### src/rmc_map.svh
/*
 * Register map, field codes, reset values and timing figures of the
 * regulator mode controller.
 * Assumes: included by the package and by the bench, 250 MHz clock.
 */
`ifndef RMC_MAP_SVH
`define RMC_MAP_SVH

// register byte offsets on the AXI4-Lite slave
`define RMC_ADDR_W 8
`define RMC_OFS_LOCK 8'h00
`define RMC_OFS_CTRL 8'h04
`define RMC_OFS_TIM 8'h08
`define RMC_OFS_FLAG 8'h0C
`define RMC_OFS_CLR 8'h10
`define RMC_OFS_ENA 8'h14
`define RMC_OFS_STAT 8'h18

// write lock key
`define RMC_UNLOCK_KEY 16'h0096

// regulator mode field codes
`define RMC_MODE_AUTO 3'h0
`define RMC_MODE_NORM 3'h2
`define RMC_MODE_ECON 3'h3
`define RMC_MODE_SECO 3'h5

// reset values
`define RMC_MODE_RST 3'h2
`define RMC_DIV_RST 2'h0

// bit positions
`define RMC_DONE_BIT 0

// timing figures and clock rate
`define RMC_T_AUTO_MS 1
`define RMC_T_SETTLE_MS 10
`define RMC_CLK_KHZ 250000

// bus responses
`define RMC_RESP_OKAY 2'h0
`define RMC_RESP_SLVERR 2'h2

`endif

### src/rmc_pkg.sv
/*
 * Types of the regulator mode controller: bus carriers, operation
 * states and the packed state record of the top module.
 * Assumes: rmc_map.svh is on the include path.
 */
package rmc_pkg;
    `include "rmc_map.svh"

    typedef logic [21:0] rmc_cnt_t;

    // automatic-mode operation
    typedef enum logic [1:0] {OP_NORM, OP_WAIT, OP_ECON} rmc_op_e;

    typedef struct packed {
        logic awvalid;
        logic [`RMC_ADDR_W-1:0] awaddr;
        logic wvalid;
        logic [31:0] wdata;
        logic [3:0] wstrb;
        logic bready;
        logic arvalid;
        logic [`RMC_ADDR_W-1:0] araddr;
        logic rready;
    } rmc_axi_req_s;

    typedef struct packed {
        logic awready;
        logic wready;
        logic bvalid;
        logic [1:0] bresp;
        logic arready;
        logic rvalid;
        logic [31:0] rdata;
        logic [1:0] rresp;
    } rmc_axi_rsp_s;

    typedef struct packed {
        logic xtal_m;
        logic xtal_s;
        logic [2:0] fast_m;
        logic [2:0] fast_s;
        logic sleep_d;
        logic unlock;
        logic [2:0] mode;
        logic [1:0] div;
        rmc_op_e op;
        rmc_cnt_t wcnt;
        logic settling;
        rmc_cnt_t scnt;
        logic done;
        logic irq_en;
        logic econ;
        logic pump;
        logic aw_held;
        logic [`RMC_ADDR_W-1:0] awaddr;
        logic w_held;
        logic [31:0] wdata;
        logic [3:0] wstrb;
        logic bvalid;
        logic [1:0] bresp;
        logic rvalid;
        logic [31:0] rdata;
        logic [1:0] rresp;
    } rmc_state_s;
endpackage

### src/rmc_top.sv
/*
 * Regulator mode controller: mode field under a write-lock key, automatic
 * normal/economy switching, settling timers, mode-done flag and interrupt,
 * all behind an AXI4-Lite slave.
 * Assumes: one 250 MHz clock; oscillator run levels arrive asynchronously;
 * sleep state and sleep-stop bits come from logic on the same clock.
 */
// Decided for this implementation: the placing of the registers and the AXI4-Lite interface to the registers.
// Functional notes
// - key 0x0096 unlocks, any other relocks
// - mode code 0x2 selects normal operation
// - mode code 0x3 selects economy operation
// - mode code 0x0 selects automatic switching
// - mode code 0x5 selects charge pump supply
// - fast clocks stopped 1 ms, then economy
// - fast clock start returns to normal
// - sleep all stopped: economy at once, no flag
// - sleep crystal only: 1 ms, economy, flag
// - wake picks economy only if crystal alone
// - leaving charge pump sets flag after 10 ms (here only when economy or automatic mode follows)
// - pump sleeps only with crystal kept running (here pump_enable follows the mode field alone)
`timescale 1ns/1ps
module rmc_top
    import rmc_pkg::*;
#(
    parameter int AUTO_CYC = `RMC_T_AUTO_MS * `RMC_CLK_KHZ,
    parameter int SETTLE_CYC = `RMC_T_SETTLE_MS * `RMC_CLK_KHZ
) (
    input wire logic clk,
    input wire logic nrst,
    input wire rmc_pkg::rmc_axi_req_s axi_req,
    output rmc_pkg::rmc_axi_rsp_s axi_rsp,
    input wire logic low_speed_crystal_run,
    input wire logic [2:0] fast_clock_run,
    input wire logic sleep_state,
    input wire logic crystal_sleep_stop_bit,
    input wire logic [2:0] fast_sleep_stop,
    output logic economy_drive,
    output logic pump_enable,
    output logic [1:0] pump_clock_divider,
    output logic irq
);
    import rmc_pkg::*;

    localparam int CNT_MAX = 2 ** 22;
    // last count of each delay; the counters start from zero
    localparam rmc_cnt_t AUTO_LAST = rmc_cnt_t'(AUTO_CYC - 1);
    localparam rmc_cnt_t SETTLE_LAST = rmc_cnt_t'(SETTLE_CYC - 1);

    // refuse delays the counters cannot hold
    if (AUTO_CYC < 1 || AUTO_CYC > CNT_MAX || SETTLE_CYC < 1 || SETTLE_CYC > CNT_MAX) begin : g_chk
        $error("rmc_top: delay counts out of range");
    end

    rmc_state_s q;
    rmc_state_s n;
    logic wr_fire;
    logic mode_wr_ok;
    logic clr_hit;
    logic fast_any;
    logic sleep_rise;
    logic sleep_fall;
    logic all_stop;
    logic xtal_only;
    logic done_set;

    // word decode shared by write and read responses
    function automatic logic is_mapped(input logic [`RMC_ADDR_W-1:0] a);
        case (a)
            `RMC_OFS_LOCK, `RMC_OFS_CTRL, `RMC_OFS_TIM, `RMC_OFS_FLAG,
            `RMC_OFS_CLR, `RMC_OFS_ENA, `RMC_OFS_STAT: is_mapped = 1'b1;
            default: is_mapped = 1'b0;
        endcase
    endfunction

    function automatic logic [31:0] rd_word(input logic [`RMC_ADDR_W-1:0] a, input rmc_state_s s);
        case (a)
            `RMC_OFS_LOCK: rd_word = {31'h0000_0000, s.unlock};
            `RMC_OFS_CTRL: rd_word = {29'h0000_0000, s.mode};
            `RMC_OFS_TIM: rd_word = {30'h0000_0000, s.div};
            `RMC_OFS_FLAG: rd_word = {31'h0000_0000, s.done};
            `RMC_OFS_ENA: rd_word = {31'h0000_0000, s.irq_en};
            `RMC_OFS_STAT: rd_word = {26'h000_0000, s.op, s.settling, s.pump, s.econ, s.unlock};
            default: rd_word = 32'h0000_0000;
        endcase
    endfunction

    function automatic logic mode_legal(input logic [2:0] m);
        mode_legal = (m == `RMC_MODE_AUTO) || (m == `RMC_MODE_NORM) ||
                     (m == `RMC_MODE_ECON) || (m == `RMC_MODE_SECO);
    endfunction

    // bus handshakes and decoded write events
    assign wr_fire = q.aw_held && q.w_held && !q.bvalid;
    assign mode_wr_ok = wr_fire && q.awaddr == `RMC_OFS_CTRL && q.wstrb[0] && q.unlock &&
                        mode_legal(q.wdata[2:0]);
    assign clr_hit = wr_fire && q.awaddr == `RMC_OFS_CLR && q.wstrb[0] && q.wdata[`RMC_DONE_BIT];
    assign axi_rsp.awready = !q.aw_held && !q.bvalid;
    assign axi_rsp.wready = !q.w_held && !q.bvalid;
    assign axi_rsp.bvalid = q.bvalid;
    assign axi_rsp.bresp = q.bresp;
    assign axi_rsp.arready = !q.rvalid;
    assign axi_rsp.rvalid = q.rvalid;
    assign axi_rsp.rdata = q.rdata;
    assign axi_rsp.rresp = q.rresp;

    // clock and sleep conditions seen by the automatic switching
    assign fast_any = |q.fast_s;
    assign sleep_rise = sleep_state && !q.sleep_d;
    assign sleep_fall = !sleep_state && q.sleep_d;
    assign all_stop = crystal_sleep_stop_bit && (&fast_sleep_stop);
    assign xtal_only = !crystal_sleep_stop_bit && (&fast_sleep_stop);

    // outputs straight from the state record
    assign economy_drive = q.econ;
    assign pump_enable = q.pump;
    assign pump_clock_divider = q.div;
    assign irq = q.done && q.irq_en;

    // next state of the whole block
    always_comb begin
        n = q;
        done_set = 1'b0;
        // two flops per oscillator level; only the second one is read
        n.xtal_m = low_speed_crystal_run;
        n.xtal_s = q.xtal_m;
        n.fast_m = fast_clock_run;
        n.fast_s = q.fast_m;
        // last cycle's sleep level for the sleep and wake edge detectors
        n.sleep_d = sleep_state;

        // automatic switching between normal and economy
        if (q.mode == `RMC_MODE_AUTO) begin
            case (q.op)
                OP_NORM: begin
                    if (sleep_rise && all_stop) begin
                        n.op = OP_ECON;
                    end else if (sleep_rise && xtal_only) begin
                        n.op = OP_WAIT;
                        n.wcnt = '0;
                    end else if (!sleep_state && !fast_any && q.xtal_s) begin
                        n.op = OP_WAIT;
                        n.wcnt = '0;
                    end
                end
                OP_WAIT: begin
                    if (sleep_fall) begin
                        n.op = (!fast_any && q.xtal_s) ? OP_ECON : OP_NORM;
                    end else if (!sleep_state && fast_any) begin
                        n.op = OP_NORM;
                    end else if (q.wcnt == AUTO_LAST) begin
                        n.op = OP_ECON;
                        done_set = 1'b1;
                    end else begin
                        n.wcnt = q.wcnt + 22'h00_0001;
                    end
                end
                OP_ECON: begin
                    if (sleep_fall) begin
                        n.op = (!fast_any && q.xtal_s) ? OP_ECON : OP_NORM;
                    end else if (!sleep_state && fast_any) begin
                        n.op = OP_NORM;
                    end
                end
                default: n.op = OP_NORM;
            endcase
        end else begin
            n.op = OP_NORM;
        end

        // settling after the charge pump hands back to the regulator
        if (q.settling) begin
            if (q.scnt == SETTLE_LAST) begin
                n.settling = 1'b0;
                done_set = 1'b1;
            end else begin
                n.scnt = q.scnt + 22'h00_0001;
            end
        end

        // write address and data, taken in either order
        if (axi_req.awvalid && axi_rsp.awready) begin
            n.aw_held = 1'b1;
            n.awaddr = axi_req.awaddr;
        end
        if (axi_req.wvalid && axi_rsp.wready) begin
            n.w_held = 1'b1;
            n.wdata = axi_req.wdata;
            n.wstrb = axi_req.wstrb;
        end

        // register write effects and response
        if (wr_fire) begin
            n.aw_held = 1'b0;
            n.w_held = 1'b0;
            n.bvalid = 1'b1;
            n.bresp = is_mapped(q.awaddr) ? `RMC_RESP_OKAY : `RMC_RESP_SLVERR;
            if (q.awaddr == `RMC_OFS_LOCK && q.wstrb[1:0] == 2'b11) begin
                n.unlock = (q.wdata[15:0] == `RMC_UNLOCK_KEY);
            end
            if (q.awaddr == `RMC_OFS_TIM && q.wstrb[0] && q.unlock) begin
                n.div = q.wdata[1:0];
            end
            if (q.awaddr == `RMC_OFS_ENA && q.wstrb[0]) begin
                n.irq_en = q.wdata[0];
            end
        end
        if (mode_wr_ok) begin
            n.mode = q.wdata[2:0];
            n.op = OP_NORM;
            if (q.mode == `RMC_MODE_SECO && (q.wdata[2:0] == `RMC_MODE_AUTO ||
                                             q.wdata[2:0] == `RMC_MODE_ECON)) begin
                n.settling = 1'b1;
                n.scnt = '0;
            end
        end
        if (q.bvalid && axi_req.bready) begin
            n.bvalid = 1'b0;
        end

        // read channel: one word answered the cycle after the address
        if (q.rvalid && axi_req.rready) begin
            n.rvalid = 1'b0;
        end
        if (axi_req.arvalid && !q.rvalid) begin
            n.rvalid = 1'b1;
            n.rdata = rd_word(axi_req.araddr, q);
            n.rresp = is_mapped(axi_req.araddr) ? `RMC_RESP_OKAY : `RMC_RESP_SLVERR;
        end

        // sticky flag: a hardware set wins over a software clear
        n.done = done_set || (q.done && !clr_hit);

        // regulator drive derived from the mode that will stand
        n.econ = (n.mode == `RMC_MODE_ECON) || (n.mode == `RMC_MODE_SECO) ||
                 (n.mode == `RMC_MODE_AUTO && n.op == OP_ECON);
        n.pump = (n.mode == `RMC_MODE_SECO);
    end

    // state register
    always_ff @(posedge clk or negedge nrst) begin
        if (!nrst) begin
            q <= '0;
            // the mode comes up normal and the divider at its reset code
            q.mode <= `RMC_MODE_RST;
            q.div <= `RMC_DIV_RST;
        end else begin
            q <= n;
        end
    end
endmodule

### config.mk
export PLATFORM = sky130hd
export DESIGN_NAME = rmc_top
export DESIGN_NICKNAME = d
export VERILOG_FILES = /design/src/rmc_pkg.sv /design/src/rmc_top.sv
export VERILOG_INCLUDE_DIRS = /design/src
export SDC_FILE = /design/constraint.sdc
export NUM_CORES = 1
export LEC_CHECK = 0
export BUFFER_PORTS_ARGS = -buffer_cell sky130_fd_sc_hd__clkbuf_2
export CORE_ASPECT_RATIO = 0.75
export CORE_UTILIZATION = 25
export CTS_BUF_LIST = sky130_fd_sc_hd__clkbuf_2 sky130_fd_sc_hd__clkbuf_4 sky130_fd_sc_hd__clkbuf_8
export DETAILED_ROUTE_END_ITERATION = 12
export SYNTH_ARGS = -nofsm -noshare
export SYNTH_HDL_FRONTEND = slang
export SYNTH_SLANG_ARGS = --single-unit
### constraint.sdc
create_clock -name clk -period 2.7 [get_ports clk]
set_input_delay 0.27 -clock clk [delete_from_list [all_inputs] [get_ports clk]]
set_output_delay 0.27 -clock clk [all_outputs]
set_load 0.005 [all_outputs]
Yosys cells after proc, flatten, opt, wreduce, memory -nomap -nowiden
Cells that the tools add are included.

word-level totals
  register bits = 150
  logic and storage cells = 172

cells by class
  equality and inequality tests = 30
  $add $sub $neg = 2
  muxes and demuxes = 45
  reduce and logical (&&, ||, !) cells = 69

operators by type and width
  cell                     count
  $mux W22                 5
  $mux W23                 3
  $eq A8 B5 Y1 const B     6
  $mux W24                 2
  $add A22 B1 Y22 const B  2
  $pmux W22 S2             1
  $mux W37                 1
  $pmux W6 S6              1
  $mux W35                 1
  $logic_and A1 B1 Y1      34
  $eq A8 B4 Y1 const B     4
  $eq A22 B18 Y1 const B   1
  $eq A22 B22 Y1 const B   1
  $mux W2                  11
  $eq A16 B8 Y1 const B    1
  $eq A8 B3 Y1 const B     2
  $logic_not A8 Y1         2
  $mux W1                  16
  $reduce_or A7 Y1         2
  $reduce_bool A2 Y1       5
  $eq A3 B2 Y1 const B     3
  $eq A3 B3 Y1 const B     3
  $logic_not A1 Y1         9
  $logic_not A3 Y1         3
  13 further kinds         27

Depth between registers and ports, before layout
  word-level depth = 13
  depth in mapped cells = 8
  mapped depth without buffers = 7

Worst setup path before layout
Ideal clock, no wire load.

  kind = flip-flop to flip-flop
  start point = register q, in the netlist axi_rsp[38]
  end point = register q, in the netlist pump_clock_divider[0]
  slack = 651 ps
  period minus slack after synthesis = 2049 ps
  data required time = 2575 ps
  arrival = 1924 ps
  library setup time = 125 ps
  cell stages (with the launch flop) = 6
  buffers on the path = 0
  cells stage by stage = dfrtp_1 -> nand3b_1 -> or4_1 -> nor4_1 -> and3_1 -> mux2_2

on the way
  longest elaborated chain between the ends = 3

RTL lines
  item                                line            RTL
  start, declared                     rmc_top.sv:55   rmc_state_s q;
  start signal, assigned              rmc_top.sv:248  q <= n;
  $logic_not A1 Y1                    rmc_top.sv:94   assign wr_fire = q.aw_held && q.w_held && !q.bvalid;
  $logic_and A1 B1 Y1                 rmc_top.sv:94
  $reduce_and A2 Y1 (no source line)  -

Every way passes these cells.
A chain may end at the register's enable or synchronous reset.

Worst setup path in the final report
  start point = register q[111] (netlist name)
  end point = register q[132] (netlist name)

on the way
  longest elaborated chain between the ends = 5
  elaborated cells on any way between the ends = 8
  classes of those cells = 1 x add/sub; 2 x eq/ne; 4 x mux; 1 x reduce/logical

RTL lines
  item             line            RTL
  $add A22 B1 Y22  rmc_top.sv:155  n.wcnt = q.wcnt + 22'h00_0001;
  $mux W22         rmc_top.sv:151  end else if (q.wcnt == AUTO_LAST) begin
  $mux W22         rmc_top.sv:149  end else if (!sleep_state && fast_any) begin
  $mux W22         rmc_top.sv:147  if (sleep_fall) begin
  $pmux W22 S2     rmc_top.sv:134  case (q.op)

Parallel ways exist; a longest one is shown, timed or not. The select of a mux whose other input is x is not followed.

==> results.json <==
{
  "status": "finished, final reports clean",
  "max-vdd-ir-drop_uv": 354.8,
  "h-tree-depth": 3,
  "worstPathCellList": "ha_1, and4_1, nand2b_1, o21ai_1, buf_4, a2111oi_0, xnor2_1, nor2_1",
  "insertion_delay_ns": 0.37,
  "synth_top_area_share_pct": 49.09,
  "drive_gt1_share_pct": 23.50,
  "crit_fanout": 10,
  "p_leak_nw": 2.683,
  "holdWs_ns": 0.06175,
  "core_sq_um": 20380,
  "hpwl_mm": 8.808,
  "clockBufferDepth": 2,
  "syn_inst": 512,
  "path_depth": 8,
  "max_slew_margin_pct": 47.26,
  "grt_first_pass_wirelength_mm": 19.23,
  "period_needed_ns": 2.377,
  "path_buf_inv": 1,
  "numCtsBuffers": 9,
  "start_util_pct": 25.76,
  "ant_nets": 0,
  "track_usage_pct": 11.47,
  "crit_family": "compound AO/OA/AOI/OAI gates",
  "reg2reg_depth": 8,
  "vias": 3808,
  "core.rowCount": 45,
  "grt_pass1_vias": 3519,
  "dieArea_sq_um": 21590,
  "rr_endpoint": "q[132]",
  "startpoint": "q[111]",
  "slowest_delay_ns": 0.73,
  "max_freq_mhz": 420.8,
  "vias_per_cell": 4.402,
  "drv_cap": 0,
  "synth_compound_area_share_pct": 7.888,
  "first_pass_iters": 4,
  "worst-endpoint-arrival_ns": 2.65,
  "finalCritPeriodShare_pct": 88.02,
  "synthesis.area_sq_um": 5250,
  "synthTopCellsByArea": "dfrtp_1 49%, mux2_2 7.1%, buf_4 5.7%, xnor2_1 4.0%, nor2_1 3.1%",
  "clkTransAtPathRegs_ns": 0.11,
  "start_kind": "register",
  "worstPathRequired_ns": 2.97,
  "r2r_slack_ns": 0.32,
  "skew_ns": 0.01042,
  "hold_viol": 0,
  "final_nets": 648,
  "reg2reg_from": "q[111]",
  "synth_seq_cells": 104,
  "drv_slew": 0,
  "grt_start_max_net_pins": 48,
  "n_fill_cell": 2168,
  "ys.warnings.count": 0,
  "antennaDiodeCount": 0,
  "ys.flop_type": "dfrtp_1",
  "synth_xor_area_share_pct": 5.505,
  "final_cell_mix": "103 x dfrtp_1, 66 x clkbuf_2, 44 x nor2_1, 38 x nand2_1, 33 x mux2_2",
  "postSynthAreaPerCell_sq_um": 10.25,
  "drtIter0Drc": 224,
  "die_h_microns": 127.5,
  "worst_pin_slew_ns": 0.7712,
  "final-setup-viol-count": 0,
  "synth_top_family_by_area": "simple AND/OR/NAND/NOR gates",
  "io_pins": 114,
  "cts_setup_buffers": 0,
  "synth_async_sr_flop_share_pct": 100.0,
  "endpoint": "q[132]",
  "synth_top_cell_by_area": "dfrtp_1",
  "ys_seq_area_share_pct": 49.59,
  "tns_ns": 0,
  "path_class": "register to register",
  "post-route-drc-count": 0,
  "end_kind": "register",
  "p_per_area_nw_per_um2": 644.8,
  "syn2layout_area_growth_pct": 14.97,
  "antenna_found_initial": 0,
  "synth-simple-area-share_pct": 20.54,
  "die_w_microns": 169.3,
  "totalWireLength_mm": 11.55,
  "final_common_cell": "dfrtp_1",
  "gp_congestion": 0.8294,
  "hold_path.class": "input pin to register",
  "synth_edf_count": 0,
  "ys_types": 56,
  "multi_input_area_sq_um": 2336,
  "rsz0062_at_grt": "no",
  "yosys.area_share.adder_pct": 0.4766,
  "seqCellArea_sq_um": 2604,
  "cts_sinks": 104,
  "globalRoute.totalOverflow": 0,
  "cts_tree": "built",
  "numPortBuffers": 67,
  "critPathSlowestCell": "a2111oi_0",
  "cts.root.buffer_cell": "clkbuf_8",
  "wire_per_inst_microns": 13.35,
  "muxShareOfSynthArea_pct": 8.079
}
==> registers in the layout (all words and copies together), names as in the netlist <==
signal	count
axi_rsp	10
n	4
q	86
economy_drive	1
pump_clock_divider	2
pump_enable	1
==> through the flow <==
stage / power (mW) / cell area (sq um) / setup WS [ns] / cells / utilization, %
after floorplan: 2.651 / 5351 / 0.6509 / 539 / -
after global placement: 2.875 / 5778 / 0.4042 / 844 / 28.35
after detailed placement: 2.898 / 5778 / 0.4039 / 844 / 28.35
after CTS: 3.945 / 6036 / 0.3908 / 865 / 29.61
after global routing: 4.147 / 6036 / 0.1979 / 865 / 29.61
final: 3.892 / 6036 / 0.3234 / 865 / 29.61
==> timing repair <==
item,4_1_cts,5_1_grt
endpoints found under the hold margin,39,0
resized for setup,0,0
endpoints found under the setup margin,0,0
hold buffers,5,0
==> worst min path at each step <==
stage	slack (ns)	depth (start not counted)	to	startpoint
6_report	0.06	2	axi_rsp[38]	axi_req[10]
5_1_grt	0.05	1	q[141]	sleep_state
3_5_place_dp	0.26	1	q[47]	nrst
3_3_place_gp	0.27	1	n[143]	nrst
4_1_cts	0.04	2	axi_rsp[38]	axi_req[10]
2_1_floorplan	-0.03	0	axi_rsp[1]	nrst
==> per-layer routing <==
metal  GRT usage [%]  share of wire (%)  up-vias
li1                -                  -     1883
met1           18.33                 54     1800
met2           13.77                 37      119
met3           4.089                8.4        6
met4           3.074               0.88        0
met5               0                  0        -
==> cell type report <==
cell class / instances / share of cell area, %
clock buffer: 9 / 2.052
clock inverter: 7 / 1.389
inverter: 14 / 0.8706
multi-input combinational: 366 / 38.70
sequential: 104 / 43.14
tap: 282 / 5.846
timing repair buffer: 83 / 8.002
==> logic make-up after synthesis <==
family,count (synthesis)
simple gates,201
flops,104
buf+inv,69
compound gates,65
mux,37
xor+xnor,33
fa+ha+maj,2
other cells,1
==> power by group <==
group | leakage (nW) | internal (mW) | switching, mW
combinational | 1.23 | 0.432 | 0.343
clock | 0.103 | 0.449 | 0.581
sequential | 1.35 | 1.84 | 0.248
total | 2.68 | 2.72 | 1.17
==> worst reg2reg max path, stage by stage (launching register included) <==
cell and delay (ns):
dfrtp_1 0.43, ha_1 0.24, and4_1 0.24, nand2b_1 0.12
o21ai_1 0.10, buf_4 0.18, a2111oi_0 0.73, xnor2_1 0.19
nor2_1 0.05
==> cells in the mapped netlist, types with 2 or more instances <==
| library cell | number |
|---|---|
| a211o_1 | 2 |
| a211oi_1 | 2 |
| a21o_1 | 3 |
| a21oi_1 | 21 |
| a22o_1 | 4 |
| a311oi_1 | 2 |
| a31oi_1 | 3 |
| and2_1 | 5 |
| and3_1 | 9 |
| and4_1 | 5 |
| buf_1 | 2 |
| buf_2 | 2 |
| buf_4 | 40 |
| clkbuf_1 | 11 |
| dfrtp_1 | 103 |
| ha_1 | 2 |
| inv_1 | 14 |
| mux2_2 | 33 |
| mux2i_1 | 3 |
| nand2_1 | 38 |
| nand2b_1 | 3 |
| nand3_1 | 20 |
| nand3b_1 | 4 |
| nand4_1 | 20 |
| nor2_1 | 44 |
| nor2b_1 | 4 |
| nor3_1 | 16 |
| nor4_1 | 8 |
| nor4b_1 | 5 |
| o211ai_1 | 3 |
| o21a_1 | 3 |
| o21ai_0 | 13 |
| or2_2 | 4 |
| or3_1 | 5 |
| or4_1 | 4 |
| xnor2_1 | 24 |
| xor2_1 | 9 |
(Power assumes the default switching activity.)
